`src/irq_pkg.sv`:
```
// Shared constants, types and helpers for both ends of the interrupt link
package irq_pkg;
    localparam int DATA_W = 8;
    localparam int PC_W = 13;
    localparam int PORT_W = 4;

    // File register addresses seen on the link
    localparam logic [7:0] IRQ_CTRL_LO_ADDR = 8'h0b;
    localparam logic [7:0] IRQ_CTRL_HI_ADDR = 8'h8b;
    localparam logic [7:0] PFLAG_ONE_ADDR = 8'h0c;
    localparam logic [7:0] PENABLE_ONE_ADDR = 8'h8c;
    localparam logic [7:0] CONV_RESULT_ADDR = 8'h1e;
    localparam logic [7:0] CONV_CTRL_ADDR = 8'h1f;

    // Control register fields
    localparam int GLOBAL_EN_BIT = 7;
    localparam int CONV_EN_BIT = 6;
    localparam int TIMER_EN_BIT = 5;
    localparam int PIN_EN_BIT = 4;
    localparam int PORT_EN_BIT = 3;
    localparam int TIMER_FLAG_BIT = 2;
    localparam int PIN_FLAG_BIT = 1;
    localparam int PORT_FLAG_BIT = 0;
    // Peripheral flag/enable and conversion control fields
    localparam int CONV_FLAG_BIT = 6;
    localparam logic [7:0] PERIPH_MASK = 8'h40;
    localparam int GO_BIT = 2;
    localparam int CONV_ON_BIT = 0;

    localparam logic [7:0] REG_RST = 8'h00;
    localparam logic [PC_W-1:0] VECTOR_ADDR = 13'h0004;
    localparam logic [PC_W-1:0] PC_RST = 13'h0000;

    // Instruction timing of the core
    localparam int INSTR_CLKS = 4;
    localparam int DUMMY_CYCLES = 2;
    localparam int STACK_DEPTH = 8;

    // Settle time after a conversion, two bit periods
    localparam int CLK_MHZ = 200;
    localparam int CONV_BIT_PERIOD_NS = 2000;
    localparam int CONV_BIT_PERIOD_CLKS = (CONV_BIT_PERIOD_NS * CLK_MHZ + 999) / 1000;
    localparam int GAP_CLKS = 2 * CONV_BIT_PERIOD_CLKS;

    // Core user register map
    localparam logic [2:0] UREG_FADDR = 3'h0;
    localparam logic [2:0] UREG_FDATA = 3'h1;
    localparam logic [2:0] UREG_CTRL = 3'h2;
    localparam logic [2:0] UREG_STATUS = 3'h3;
    localparam logic [2:0] UREG_PC_LO = 3'h4;
    localparam logic [2:0] UREG_PC_HI = 3'h5;
    localparam int CTL_READ = 0;
    localparam int CTL_RETURN = 1;
    localparam int CTL_SAFE_OFF = 2;

    typedef enum logic [1:0] {SQ_RUN, SQ_DUMMY} seq_type;
    typedef enum logic [1:0] {BS_IDLE, BS_READ, BS_WAIT, BS_CHECK} bus_type;

    // Control register answers at both mirror addresses
    function automatic logic is_irq_ctrl(input logic [7:0] addr);
        return (addr == IRQ_CTRL_LO_ADDR) || (addr == IRQ_CTRL_HI_ADDR);
    endfunction
endpackage

```
`src/irq_link_if.sv`:
```
// Link between the interrupt controller and the processor core
interface irq_link_if;
    logic [7:0] f_addr;
    logic [7:0] f_wdata;
    logic [7:0] f_rdata;
    logic f_we;
    logic f_re;
    logic irq_req;
    logic irq_ack;
    logic isr_return;
    logic conv_done_evt;
    logic [irq_pkg::PC_W-1:0] vector;

    modport dev(
        input f_addr, f_wdata, f_we, f_re, irq_ack, isr_return,
        output f_rdata, irq_req, conv_done_evt, vector
    );
    modport core(
        output f_addr, f_wdata, f_we, f_re, irq_ack, isr_return,
        input f_rdata, irq_req, conv_done_evt, vector
    );
endinterface

```
`src/pin_sync3.sv`:
```
// Three-stage pin synchroniser with agreement filter
module pin_sync3 #(
    parameter int WIDTH = 5
) (
    input wire logic mclk,
    input wire logic resetn,
    input wire logic [WIDTH-1:0] pins,
    output logic [WIDTH-1:0] stable
);
    logic [WIDTH-1:0] s1_q, s1_d, s2_q, s2_d, s3_q, s3_d;
    logic [WIDTH-1:0] stable_q, stable_d;

    // Stage shift; a bit moves once stages two and three agree
    always_comb begin
        s1_d = pins;
        s2_d = s1_q;
        s3_d = s2_q;
        stable_d = (stable_q & (s2_q ^ s3_q)) | (s3_q & ~(s2_q ^ s3_q));
    end

    always_ff @(posedge mclk or negedge resetn) begin
        if (!resetn) begin
            s1_q <= '0;
            s2_q <= '0;
            s3_q <= '0;
            stable_q <= '0;
        end else begin
            s1_q <= s1_d;
            s2_q <= s2_d;
            s3_q <= s3_d;
            stable_q <= stable_d;
        end
    end

    assign stable = stable_q;
endmodule

```
`src/irq_ctrl_dev.sv`:
```
// Interrupt controller end: source flags, enables, request and conversion
// Functional notes
// - Four sources: pin, timer, port, conversion
// - Flags set regardless of any enable
// - Global enable bit gates all requests
// - Enabled pending flag requests vector immediately
// - Reset clears the global enable
// - Return from service sets global enable
// - Accept clears enable, stacks, vectors 0004h
// - Software clears flags before re-enabling
// - Pin event latency three or four cycles
// - Core flags in control, peripheral separate
// - Software re-tests global clear until clear
// - Conversion end loads result, clears go
// - Wait two bit periods before acquiring
// - Software sequence for interrupt-driven conversion
// - Control register mirrored, fixed bit layout
module irq_ctrl_dev (
    input wire logic mclk,
    input wire logic resetn,
    irq_link_if.dev link,
    input wire logic ext_irq_pin,
    input wire logic [irq_pkg::PORT_W-1:0] port_b_upper_pins,
    input wire logic timer_ovf,
    input wire logic conv_done,
    input wire logic [irq_pkg::DATA_W-1:0] conv_result,
    output logic conv_start,
    output logic conv_power
);
    localparam int PW = irq_pkg::PORT_W;

    logic [PW:0] pins_stable;
    logic [PW:0] prev_q, prev_d;
    logic [7:0] irq_control_reg_q, irq_control_reg_d;
    logic [7:0] periph_flag_reg_one_q, periph_flag_reg_one_d;
    logic [7:0] periph_enable_reg_one_q, periph_enable_reg_one_d;
    logic [7:0] conv_result_reg_q, conv_result_reg_d;
    logic [7:0] conv_control_zero_q, conv_control_zero_d;
    logic [7:0] rdata_q, rdata_d;
    logic start_q, start_d;
    logic evt_q, evt_d;
    logic ext_rise, port_chg;
    logic wr_ctrl, wr_flag, wr_en, wr_conv;
    logic core_req, periph_req;

    // Pin inputs arrive from outside the clock domain
    pin_sync3 #(
        .WIDTH(PW + 1)
    ) u_sync (
        .mclk(mclk),
        .resetn(resetn),
        .pins({ext_irq_pin, port_b_upper_pins}),
        .stable(pins_stable)
    );

    // Edge and change detection on filtered pins
    assign ext_rise = pins_stable[PW] & ~prev_q[PW];
    assign port_chg = |(pins_stable[PW-1:0] ^ prev_q[PW-1:0]);

    // Write decode for each file register except the conversion result
    assign wr_ctrl = link.f_we && irq_pkg::is_irq_ctrl(link.f_addr);
    assign wr_flag = link.f_we && (link.f_addr == irq_pkg::PFLAG_ONE_ADDR);
    assign wr_en = link.f_we && (link.f_addr == irq_pkg::PENABLE_ONE_ADDR);
    assign wr_conv = link.f_we && (link.f_addr == irq_pkg::CONV_CTRL_ADDR);

    // Control register: software write, then hardware flag sets win
    always_comb begin
        irq_control_reg_d = irq_control_reg_q;
        if (wr_ctrl) begin
            irq_control_reg_d = link.f_wdata;
        end
        if (timer_ovf) begin
            irq_control_reg_d[irq_pkg::TIMER_FLAG_BIT] = 1'b1;
        end
        if (ext_rise) begin
            irq_control_reg_d[irq_pkg::PIN_FLAG_BIT] = 1'b1;
        end
        if (port_chg) begin
            irq_control_reg_d[irq_pkg::PORT_FLAG_BIT] = 1'b1;
        end
        // Accept closes the gate; return from service reopens it
        if (link.irq_ack) begin
            irq_control_reg_d[irq_pkg::GLOBAL_EN_BIT] = 1'b0;
        end else if (link.isr_return) begin
            irq_control_reg_d[irq_pkg::GLOBAL_EN_BIT] = 1'b1;
        end
    end

    // Peripheral flag and enable registers, one implemented bit each
    always_comb begin
        periph_flag_reg_one_d = periph_flag_reg_one_q;
        periph_enable_reg_one_d = periph_enable_reg_one_q;
        if (wr_flag) begin
            periph_flag_reg_one_d = link.f_wdata & irq_pkg::PERIPH_MASK;
        end
        if (wr_en) begin
            periph_enable_reg_one_d = link.f_wdata & irq_pkg::PERIPH_MASK;
        end
        if (conv_done) begin
            periph_flag_reg_one_d[irq_pkg::CONV_FLAG_BIT] = 1'b1;
        end
    end

    // Conversion control and result
    always_comb begin
        conv_control_zero_d = conv_control_zero_q;
        conv_result_reg_d = conv_result_reg_q;
        start_d = 1'b0;
        evt_d = conv_done;
        if (wr_conv) begin
            conv_control_zero_d = link.f_wdata;
            // Start only on a fresh go while the converter is powered
            start_d = link.f_wdata[irq_pkg::GO_BIT]
                & ~conv_control_zero_q[irq_pkg::GO_BIT]
                & link.f_wdata[irq_pkg::CONV_ON_BIT];
        end
        if (conv_done) begin
            conv_result_reg_d = conv_result;
            // A go written in the same cycle that starts a conversion is kept
            if (!(start_d)) begin
                conv_control_zero_d[irq_pkg::GO_BIT] = 1'b0;
            end
        end
    end

    // Remember last filtered pin levels
    always_comb begin
        prev_d = pins_stable;
    end

    // Read mux, answer one cycle after the read strobe
    always_comb begin
        rdata_d = irq_pkg::REG_RST;
        if (link.f_re) begin
            if (irq_pkg::is_irq_ctrl(link.f_addr)) begin
                rdata_d = irq_control_reg_q;
            end else begin
                case (link.f_addr)
                    irq_pkg::PFLAG_ONE_ADDR: begin
                        rdata_d = periph_flag_reg_one_q;
                    end
                    irq_pkg::PENABLE_ONE_ADDR: begin
                        rdata_d = periph_enable_reg_one_q;
                    end
                    irq_pkg::CONV_RESULT_ADDR: begin
                        rdata_d = conv_result_reg_q;
                    end
                    irq_pkg::CONV_CTRL_ADDR: begin
                        rdata_d = conv_control_zero_q;
                    end
                    default: begin
                        rdata_d = irq_pkg::REG_RST;
                    end
                endcase
            end
        end
    end

    // State registers; reset leaves every enable cleared
    always_ff @(posedge mclk or negedge resetn) begin
        if (!resetn) begin
            irq_control_reg_q <= irq_pkg::REG_RST;
            periph_flag_reg_one_q <= irq_pkg::REG_RST;
            periph_enable_reg_one_q <= irq_pkg::REG_RST;
            conv_result_reg_q <= irq_pkg::REG_RST;
            conv_control_zero_q <= irq_pkg::REG_RST;
            rdata_q <= irq_pkg::REG_RST;
            prev_q <= '0;
            start_q <= 1'b0;
            evt_q <= 1'b0;
        end else begin
            irq_control_reg_q <= irq_control_reg_d;
            periph_flag_reg_one_q <= periph_flag_reg_one_d;
            periph_enable_reg_one_q <= periph_enable_reg_one_d;
            conv_result_reg_q <= conv_result_reg_d;
            conv_control_zero_q <= conv_control_zero_d;
            rdata_q <= rdata_d;
            prev_q <= prev_d;
            start_q <= start_d;
            evt_q <= evt_d;
        end
    end

    // Source requests: flag and enable per source
    assign core_req =
        (irq_control_reg_q[irq_pkg::TIMER_EN_BIT]
            & irq_control_reg_q[irq_pkg::TIMER_FLAG_BIT])
        | (irq_control_reg_q[irq_pkg::PIN_EN_BIT]
            & irq_control_reg_q[irq_pkg::PIN_FLAG_BIT])
        | (irq_control_reg_q[irq_pkg::PORT_EN_BIT]
            & irq_control_reg_q[irq_pkg::PORT_FLAG_BIT]);
    // Peripheral source also needs the peripheral enable
    assign periph_req = irq_control_reg_q[irq_pkg::CONV_EN_BIT]
        & periph_enable_reg_one_q[irq_pkg::CONV_FLAG_BIT]
        & periph_flag_reg_one_q[irq_pkg::CONV_FLAG_BIT];
    // Global gate, no other qualification
    assign link.irq_req = irq_control_reg_q[irq_pkg::GLOBAL_EN_BIT]
        & (core_req | periph_req);

    // Link and converter outputs
    assign link.vector = irq_pkg::VECTOR_ADDR;
    assign link.f_rdata = rdata_q;
    assign link.conv_done_evt = evt_q;
    assign conv_start = start_q;
    assign conv_power = conv_control_zero_q[irq_pkg::CONV_ON_BIT];
endmodule

```
`src/flat_wrapper.sv`:
```
// flat-port wrapper written by rule: the top's interface ports become plain ports
module irq_ctrl_dev_flat 
  (mclk, resetn, ext_irq_pin, port_b_upper_pins, timer_ovf, conv_done, conv_result, conv_start, conv_power, link_f_addr, link_f_wdata, link_f_we, link_f_re, link_irq_ack, link_isr_return, link_f_rdata, link_irq_req, link_conv_done_evt, link_vector);
  irq_link_if link_i ();
  input wire logic mclk;
  input wire logic resetn;
  input wire logic ext_irq_pin;
  input wire logic [irq_pkg::PORT_W-1:0] port_b_upper_pins;
  input wire logic timer_ovf;
  input wire logic conv_done;
  input wire logic [irq_pkg::DATA_W-1:0] conv_result;
  output logic conv_start;
  output logic conv_power;
  input wire logic [$bits(link_i.f_addr)-1:0] link_f_addr;
  input wire logic [$bits(link_i.f_wdata)-1:0] link_f_wdata;
  input wire logic [$bits(link_i.f_we)-1:0] link_f_we;
  input wire logic [$bits(link_i.f_re)-1:0] link_f_re;
  input wire logic [$bits(link_i.irq_ack)-1:0] link_irq_ack;
  input wire logic [$bits(link_i.isr_return)-1:0] link_isr_return;
  output wire logic [$bits(link_i.f_rdata)-1:0] link_f_rdata;
  output wire logic [$bits(link_i.irq_req)-1:0] link_irq_req;
  output wire logic [$bits(link_i.conv_done_evt)-1:0] link_conv_done_evt;
  output wire logic [$bits(link_i.vector)-1:0] link_vector;
  assign link_i.f_addr = link_f_addr;
  assign link_i.f_wdata = link_f_wdata;
  assign link_i.f_we = link_f_we;
  assign link_i.f_re = link_f_re;
  assign link_i.irq_ack = link_irq_ack;
  assign link_i.isr_return = link_isr_return;
  assign link_f_rdata = link_i.f_rdata;
  assign link_irq_req = link_i.irq_req;
  assign link_conv_done_evt = link_i.conv_done_evt;
  assign link_vector = link_i.vector;
  irq_ctrl_dev u_core (.mclk(mclk), .resetn(resetn), .link(link_i), .ext_irq_pin(ext_irq_pin), .port_b_upper_pins(port_b_upper_pins), .timer_ovf(timer_ovf), .conv_done(conv_done), .conv_result(conv_result), .conv_start(conv_start), .conv_power(conv_power));
endmodule
```
`config.mk`:
```
export PLATFORM = sky130hd
export DESIGN_NAME = irq_ctrl_dev_flat
export DESIGN_NICKNAME = d
export VERILOG_FILES = /design/src/irq_pkg.sv /design/src/irq_link_if.sv /design/src/pin_sync3.sv /design/src/irq_ctrl_dev.sv /design/src/flat_wrapper.sv
export SDC_FILE = /design/constraint.sdc
export NUM_CORES = 1
export LEC_CHECK = 0
export BUFFER_PORTS_ARGS = -buffer_cell sky130_fd_sc_hd__buf_2
export CORE_MARGIN = 2
export CORE_UTILIZATION = 25
export CTS_CLUSTER_SIZE = 40
export DETAILED_ROUTE_END_ITERATION = 12
export PLACE_DENSITY_LB_ADDON = 0.2
export SLEW_MARGIN = 15
export SYNTH_ARGS = -nofsm -noshare
export SYNTH_HDL_FRONTEND = slang
export SYNTH_HIERARCHICAL = 1
export SYNTH_SLANG_ARGS = --single-unit
export TNS_END_PERCENT = 50
```
`constraint.sdc`:
```
create_clock -name mclk -period 1.5 [get_ports mclk]
set_input_delay 0.3 -clock mclk [delete_from_list [all_inputs] [get_ports mclk]]
set_output_delay 0.3 -clock mclk [all_outputs]
set_load 0.1 [all_outputs]
```
==> flow_metrics.tcl, run 1 <==
set metrics [dict create \
    pre_cts_ws_ps -148.7 \
    hold_viol 0 \
    avgSynthCellArea_sq_um 14.48 \
    routedWlPerCell_um 13.66 \
    grt.total_usage_pct 10.84 \
    finalSetupViolCount 1 \
    status "finished with violations" \
    grt_pass1_vias 1585 \
    synthFlopType "dfrtp_1" \
    finalWeightedCongestion 0.7411 \
    clk_path_buf_depth 2 \
    fin_nets 290 \
    synthesis.area_sq_um 2461 \
    firstDrtPassIters 4 \
    slew_violations 0 \
    drc_errors 0 \
    grt-ovfl-total 0 \
    cts_sinks 61 \
    seqCellArea_sq_um 1526 \
    synth_commonest_cells "dfrtp_1 (61), mux2_2 (22), buf_4 (13)" \
    arrival_ps 1490 \
    grt_start_max_net_pins 62 \
    endpoint_kind "primary output" \
    num_rows 36 \
    drive_gt1_share_pct 48.64 \
    yosysTopAreaCell "dfrtp_1" \
    post-synth-top-count-cell "dfrtp_1" \
    grt_pass1_wl_mm 8.349 \
    max_cap_viol_count 0 \
    numCtsBuffers 9 \
    fin_crit_sh_pct 119.0 \
    diodes 0 \
    cellLeakagePower_uw 0.001549 \
    clk_pin_slew_ps 70 \
    port_buffers 48 \
    syn2layout_area_growth_pct 33.40 \
    num_vias 1634 \
    path_max_fanout 2 \
    antenna_left 0 \
    power.density_nw_per_um2 1174 \
    drt-total-wl_mm 5.327 \
    viasPerCell 4.190 \
    synth_warnings 6 \
    fp.dieW_um 103.2 \
    setup_ws_ps -285.7 \
    synth_edf_count 0 \
    min_path_type "in -> reg" \
    ys_ff_latch 61 \
    initial_utilization_pct 25.41 \
    dp_hpwl_mm 3.817 \
    cp_data_required_time_ps 1200 \
    multi_input_area_sq_um 869.6 \
    peakVddDrop_mv 0.3583 \
    n_fill_cell 998 \
    violations "setup timing" \
    synth.area.top_cells "dfrtp_1 (62%), mux2_2 (10%), buf_4 (4.0%), mux2i_1 (3.3%), o2bb2ai_1 (2.5%)" \
    synth-async-reset-ratio_pct 100.0 \
    yosysTopAreaCellShare_pct 62.02 \
    clock_latency_ps 330 \
    start_kind "flop" \
    crit_type "reg -> out" \
    timing.fmax_ghz 0.5600 \
    p_total_uw 3854 \
    netlist_instances 170 \
    cts-htree-levels 3 \
    worst_clock_skew_ps 6.000 \
    rsz0062_at_grt "yes" \
    root_buffer "clkbuf_8" \
    period_needed_ps 1786 \
    yosysUniqueCellTypes 37 \
    pin_count 62 \
    yosysSeqAreaShare_pct 62.02 \
    drt_iter0_markers 61 \
    antenna_found_initial 0 \
    die_h_um 103.2 \
    dieArea_sq_um 10650 \
    core_area_sq_um 9684 \
    cts_tree "done" \
]
## metrics by stage
stage	util, %	cells	instance area, sq um	hold WS [ps]	TNS (ps)
after CTS	33.82	389	3276	51.79	-330.7
after detailed placement	31.29	372	3030	335.6	-1820
after global routing	33.90	390	3283	42.37	-379.0
final	33.90	390	3283	69.38	-285.7
after global placement	31.29	372	3030	332.8	-1775
after floorplan	-	181	2514	4.409	0
## cells in the final DEF, fill, tap and decap left out, types with 3 or more instances in the layout
master | Yosys | final
o21ai_0 | 3 | 3
nand4b_1 | 3 | 3
maj3_2 | 5 | 5
buf_12 | 0 | 3
mux2_2 | 22 | 22
dfrtp_1 | 61 | 61
conb_1 | 2 | 13
xor2_1 | 4 | 4
nand3_1 | 5 | 5
mux2i_1 | 8 | 8
nor2_1 | 3 | 3
clkbuf_8 | 0 | 9
o2bb2ai_1 | 7 | 7
buf_4 | 13 | 26
buf_2 | 1 | 47
## flip-flops by register name, summed over array words and instances, names as in the netlist, named ones only
name and count:
u_core/u_sync/s3_q 5, u_core/u_sync/s1_q 5, u_core/conv_control_zero_q 8, u_core/conv_start 1, u_core/conv_result_reg_q 8, u_core/periph_flag_reg_one_q 1
u_core/u_sync/s2_q 5, u_core/periph_enable_reg_one_q 1, u_core/irq_control_reg_q 8, u_core/link.conv_done_evt 1, u_core/link.f_rdata 8, u_core/prev_q 5
## cell families (layout without fill, tap and decap cells)
| kind of cell | after synthesis | in the layout | share of synthesized area, % |
|---|---|---|---|
| multiplexers | 30 | 30 | 13.32 |
| buffers and inverters | 18 | 94 | 4.779 |
| flip-flops | 61 | 61 | 62.02 |
| other | 2 | 13 | 0.3051 |
| XOR/XNOR | 4 | 4 | 1.423 |
| AND/OR/NAND/NOR | 31 | 31 | 9.811 |
| AO/OA/AOI/OAI | 19 | 19 | 6.050 |
| adder cells (fa/ha/maj) | 5 | 5 | 2.288 |
## worst max-delay path, stage by stage, from the launching register on
cell	delay [ps]
dfrtp_1	390
a222oi_1	370
buf_4	180
a21boi_4	50
buf_12	160
## worst paths after layout
path,from,end,slack [ps],depth (start not counted)
worst max-delay path,u_core/irq_control_reg_q[2],link_irq_req,-290,4
worst min register to register,u_core/u_sync/s1_q[1],u_core/u_sync/s2_q[1],350,0
max in group asynchronous,resetn,u_core/periph_enable_reg_one_q[6],720,3
min in group asynchronous,resetn,u_core/u_sync/s1_q[2],500,3
worst max register to register,flop,u_core/irq_control_reg_q[0],240,3
worst min-delay path,port_b_upper_pins[3],u_core/u_sync/s1_q[3],70,1
## per-layer routing
layer,vias to the layer above,track usage (%),part of all wire (%)
met2,54,14.74,43
li1,758,-,-
met4,0,6.579,2.6
met1,812,14.98,48
met3,10,3.427,5.9
met5,-,0,0
## power breakdown
part,total [uW],switching [uW],internal [uW]
sequential,1790,50.1,1740
combinational,509,329,179
clock,1560,633,925
total,3850,1010,2840
## repair_timing
action                                  4_1_cts  5_1_grt
hold endpoints to repair                     61        0
buffers inserted                              1        1
resized for setup                             4        0
pin swaps                                     1        1
hold buffers                                  1        0
endpoints found under the setup margin        1        1
## area by class of cell
cell class	count	area share, %
Inverter	2	0.2287
Tap cell	133	5.069
Multi-Input combinational cell	102	26.49
Clock buffer	9	3.773
Sequential cell	61	46.49
Clock inverter	6	2.706
Timing Repair Buffer	77	15.24
No activity file was read; power rests on OpenSTA's default activity.
==> run 2, diff against run 1 <==
--- a/config.mk
+++ b/config.mk
@@ -7,10 +7,11 @@
 export LEC_CHECK = 0
 export BUFFER_PORTS_ARGS = -buffer_cell sky130_fd_sc_hd__buf_2
 export CORE_MARGIN = 2
-export CORE_UTILIZATION = 25
+export CORE_UTILIZATION = 40
 export CTS_CLUSTER_SIZE = 40
 export DETAILED_ROUTE_END_ITERATION = 12
 export PLACE_DENSITY_LB_ADDON = 0.2
+export SKIP_LAST_GASP = 1
 export SLEW_MARGIN = 15
 export SYNTH_ARGS = -nofsm -noshare
 export SYNTH_HDL_FRONTEND = slang
==> flow_metrics.tcl, run 2 (synthesis results as in run 1) <==
set metrics [dict create \
    antenna_left 0 \
    peakVddDrop_mv 0.7645 \
    finalWeightedCongestion 0.7765 \
    r2r_cells 3 \
    num_rows 28 \
    cts_tree "done" \
    drive_gt1_share_pct 48.64 \
    cts-htree-levels 3 \
    arrival_ps 1500 \
    period_needed_ps 1795 \
    die_h_um 82.44 \
    final_common_cell "dfrtp_1" \
    multi_input_area_sq_um 869.6 \
    violations "setup timing" \
    finalSetupViolCount 1 \
    clock_latency_ps 330 \
    routedWlPerCell_um 14.51 \
    cts_sinks 61 \
    p_sw_share_pct 25.86 \
    root_buffer "clkbuf_8" \
    endpoint_kind "primary output" \
    internal_power_uw 2890 \
    holdPathStages 1 \
    start_kind "flop" \
    cellLeakagePower_uw 0.001553 \
    p_sw_uw 1008 \
    grt-ovfl-total 0 \
    timing.fmax_ghz 0.5570 \
    firstDrtPassIters 6 \
    use_met1_pct 19.89 \
    cp_data_required_time_ps 1200 \
    fin_nets 289 \
    port_buffers 48 \
    dp_hpwl_mm 3.477 \
    viasPerCell 4.895 \
    busiest_layer "met2" \
    grt_pass1_vias 1564 \
    p_clk_share_pct 41.3 \
    fp.dieW_um 82.44 \
    fin_cells 332 \
    slew_violations 0 \
    core_area_sq_um 5921 \
    numCtsBuffers 9 \
    grt_start_max_net_pins 62 \
    seq_power_share_pct 45.9 \
    diodes 0 \
    syn2layout_area_growth_pct 30.10 \
    use_met2_pct 23.95 \
    clk_path_buf_depth 2 \
    drt-total-wl_mm 4.818 \
    p_comb_share_pct 12.8 \
    hold_viol 0 \
    drt_iter0_markers 90 \
    max_cap_viol_count 0 \
    r2r_setup_slack_ps 350 \
    num_vias 1625 \
    layout_common_cells "dfrtp_1 (61), buf_2 (47), buf_4 (26)" \
    grt.total_usage_pct 15.56 \
    pin_count 62 \
    clk_pin_slew_ps 70 \
    grt_pass1_wl_mm 7.576 \
    dieArea_sq_um 6796 \
    path_max_fanout 2 \
    seqCellArea_sq_um 1526 \
    grt_use_met3_pct 3.913 \
    drc_errors 0 \
    n_fill_cell 513 \
    min_path_type "in -> reg" \
    antenna_found_initial 0 \
    fin_crit_sh_pct 119.7 \
    setup_ws_ps -295.2 \
    tns_ps -295.2 \
    crit_type "reg -> out" \
    worst_clock_skew_ps 9.343 \
    dp.cells 311 \
    status "finished with violations" \
    initial_utilization_pct 41.57 \
    rsz0062_at_grt "yes" \
    power.density_nw_per_um2 1218 \
]
==> run 2: changes by cell type in the layout (fill, tap and decap cells not counted), sizes merged <==
cell	delta
buf	-1
clkbuf	+1
clkinv	+1
clkinvlp	-1
==> run 2: metal layers <==
| layer | wire [um] | vias up |
|---|---|---|
| met5 | 0 | - |
| met4 | 86 | 0 |
| met3 | 320 | 9 |
| met2 | 2388 | 57 |
| met1 | 2023 | 793 |
| li1 | - | 766 |
==> run 2: worst paths after layout <==
kind | startpoint | to
min in group asynchronous | resetn | u_core/conv_control_zero_q[5]
max in group asynchronous | resetn | asynchronous set/reset pin
worst min register to register | u_core/u_sync/s1_q[3] | u_core/u_sync/s2_q[3]
worst min-delay path | ext_irq_pin | u_core/u_sync/s1_q[4]
worst max-delay path | u_core/irq_control_reg_q[2] | link_irq_req
worst max register to register | u_core/conv_control_zero_q[2] | u_core/conv_control_zero_q[2]
==> run 2: final cells by class <==
type,instances,area share (%)
Multi-Input combinational cell,102,27.16
Tap cell,75,2.931
Sequential cell,61,47.67
Inverter,2,0.2345
Clock buffer,10,4.299
Timing Repair Buffer,76,15.01
Clock inverter,6,2.696
==> run 2: stage by stage <==
| stage | area, sq um | utilization (%) | power (uW) | hold WS [ps] | setup slack [ps] |
|---|---|---|---|---|---|
| finish | 3202 | 54.08 | 3898 | 70.96 | -295.2 |
| global route | 3202 | 54.08 | 4053 | 56.00 | -355.7 |
| CTS | 3172 | 53.57 | 3943 | 55.41 | -319.6 |
| detailed placement | 2923 | 49.37 | 2305 | 335.8 | -179.6 |
| global placement | 2923 | 49.37 | 2297 | 331.8 | -147.5 |
| floorplan | 2514 | - | 2152 | 4.409 | 21.63 |
==> run 2: critical path, cell delays in order, from the launching register on <==
cell	delay (ps)
dfrtp_1	380
a222oi_1	480
a21boi_4	120
buf_12	180
==> run 2: repair_timing <==
item                                    4_1_cts  5_1_grt
buffers inserted                              0        4
hold endpoints to repair                     61        0
pin swaps                                     1        2
hold buffers                                  1        0
endpoints found under the setup margin        1        1
gates resized for setup                       4        0
==> run 2: power groups by stage <==
stage          sequential [uW]  clock, uW  combinational (uW)
2_1_floorplan             1830          0                 321
3_3_place_gp              1820          0                 479
3_5_place_dp              1820          0                 483
4_1_cts                   1790       1660                 496
5_1_grt                   1800       1720                 535
6_report                  1790       1610                 499
==> run 3, diff against run 2 <==
--- a/config.mk
+++ b/config.mk
@@ -5,7 +5,7 @@
 export SDC_FILE = /design/constraint.sdc
 export NUM_CORES = 1
 export LEC_CHECK = 0
-export BUFFER_PORTS_ARGS = -buffer_cell sky130_fd_sc_hd__buf_2
+export BUFFER_PORTS_ARGS = -buffer_cell sky130_fd_sc_hd__clkbuf_2
 export CORE_MARGIN = 2
 export CORE_UTILIZATION = 40
 export CTS_CLUSTER_SIZE = 40
==> flow_metrics.tcl, run 3 (synthesis results as in run 1) <==
set metrics [dict create \
    grt.total_usage_pct 15.10 \
    grt_pass1_vias 1475 \
    dp_hpwl_mm 3.332 \
    endpoint_kind "primary output" \
    cp-startpoint "u_core/irq_control_reg_q[2]" \
    seq_power_share_pct 45.0 \
    dieArea_sq_um 6796 \
    drc_errors 0 \
    p_clk_share_pct 42.9 \
    grt_pass1_wl_mm 7.238 \
    drive_gt1_share_pct 47.20 \
    r2r_cells 3 \
    max_cap_viol_count 0 \
    fin_crit_sh_pct 119.3 \
    cp_num_buf_inv 1 \
    p_comb_share_pct 12.1 \
    crit_path_cell_trace "a222oi_1 > a21boi_4 > buf_12" \
    cpMaxStageDelayCell "a222oi_1" \
    worst_pin_slew_ps 543.2 \
    cellLeakagePower_uw 0.001533 \
    power.density_nw_per_um2 1251 \
    grt-ovfl-total 0 \
    min_from "port_b_upper_pins[2]" \
    r2r_end "u_core/irq_control_reg_q[0]" \
    num_rows 28 \
    p_sw_share_pct 25.07 \
    grt_start_max_net_pins 62 \
    drt_iter0_markers 123 \
    num_vias 1574 \
    fp.dieW_um 82.44 \
    violations "setup timing" \
    rsz0062_at_grt "yes" \
    path_max_fanout 3 \
    cp.depth 3 \
    firstDrtPassIters 4 \
    period_needed_ps 1790 \
    post_cts_resized 0 \
    n_fill_cell 507 \
    routedWlPerCell_um 14.04 \
    cp_top_family "compound AO/OA/AOI/OAI gates" \
    clk_pin_slew_ps 70 \
    final_common_cell "dfrtp_1" \
    dpl_cell_area_sq_um 2928 \
    worst_clock_skew_ps 10.27 \
    port_buffers 48 \
    p_total_uw 3980 \
    diodes 0 \
    clock_latency_ps 330 \
    p_sw_uw 997.7 \
    internal_power_uw 2982 \
    start_kind "flop" \
    initial_utilization_pct 41.57 \
    design_area_sq_um 3181 \
    antenna_left 0 \
    layout_common_cells "dfrtp_1 (61), clkbuf_2 (42), buf_4 (24)" \
    status "finished with violations" \
    viasPerCell 4.843 \
    cts_tree "done" \
    cp_data_required_time_ps 1200 \
    min_path_type "in -> reg" \
    post_cts_buffers 0 \
    pre_cts_ws_ps -159.5 \
    holdPathStages 1 \
    r2r_setup_slack_ps 390 \
    syn2layout_area_growth_pct 29.23 \
    numCtsBuffers 9 \
    finalSetupViolCount 1 \
    pin_count 62 \
    peakVddDrop_mv 0.7806 \
    slew_violations 0 \
    arrival_ps 1490 \
    relSlewSlack_pct 63.94 \
    critPathMaxStageDelay_ps 470 \
    core_area_sq_um 5921 \
    die_h_um 82.44 \
    antenna_found_initial 0 \
    cts_sinks 61 \
    setup_ws_ps -290.1 \
    timing.fmax_ghz 0.5586 \
    drt-total-wl_mm 4.564 \
    hold_viol 0 \
    clk_path_buf_depth 2 \
    crit_type "reg -> out" \
    fin_nets 282 \
    finalWeightedCongestion 0.7827 \
    endpoint "link_irq_req" \
    root_buffer "clkbuf_8" \
    cts-htree-levels 3 \
]
==> run 3: cell types whose count changed in the layout (fill, tap and decap cells not counted) <==
| cell | delta |
|---|---|
| clkinvlp_4 | -1 |
| clkbuf_2 | +42 |
| clkbuf_8 | +2 |
| buf_2 | -47 |
| inv_6 | +1 |
| clkinv_2 | -2 |
| buf_4 | -2 |
==> run 3: per-stage QoR <==
stage	util [%]	TNS [ps]	hold slack, ps	cells
after floorplan	-	0	4.409	181
after global placement	49.45	-1193	332.5	308
after detailed placement	49.45	-1395	338.1	308
after CTS	53.72	-324.9	49.78	325
after global routing	53.72	-384.4	48.44	325
final	53.72	-290.1	68.62	325
==> run 3: power groups by stage <==
stage	registers, uW	clock network [uW]	logic [uW]
2_1_floorplan	1830	0	321
3_3_place_gp	1820	0	479
3_5_place_dp	1820	0	482
4_1_cts	1790	1760	485
5_1_grt	1800	1840	516
6_report	1790	1710	480
==> run 3: cell type report <==
class,instances,area [sq um],area share [%]
Sequential cell,61,1526,47.99
Multi-Input combinational cell,102,869.6,27.34
Timing Repair Buffer,69,440.4,13.85
Clock buffer,12,165.2,5.193
Tap cell,75,93.84,2.950
Clock inverter,4,77.57,2.439
Inverter,2,7.507,0.2360
==> run 3: worst min path at each step <==
stage | to | slack, ps
2_1_floorplan | u_core/conv_control_zero_q[0] | 4
3_3_place_gp | u_core/u_sync/s2_q[3] | 330
3_5_place_dp | u_core/conv_result_reg_q[5] | 340
4_1_cts | u_core/u_sync/s1_q[0] | 50
5_1_grt | u_core/u_sync/s1_q[1] | 50
6_report | u_core/u_sync/s1_q[2] | 70
==> run 3: what timing repair did <==
action / in CTS / in global routing
pin swaps: 0 / 1
endpoints found under the hold margin: 61 / 0
hold buffers: 1 / 0
endpoints found under the setup margin: 1 / 1
==> run 3: layer usage <==
| layer | share of wire, % | routed length, um | global-route usage [%] |
|---|---|---|---|
| met4 | 1.8 | 82 | 10.67 |
| met5 | 0 | 0 | 0 |
| met2 | 46 | 2100 | 20.97 |
| met1 | 45 | 2052 | 19.66 |
| met3 | 7.2 | 328 | 5.109 |
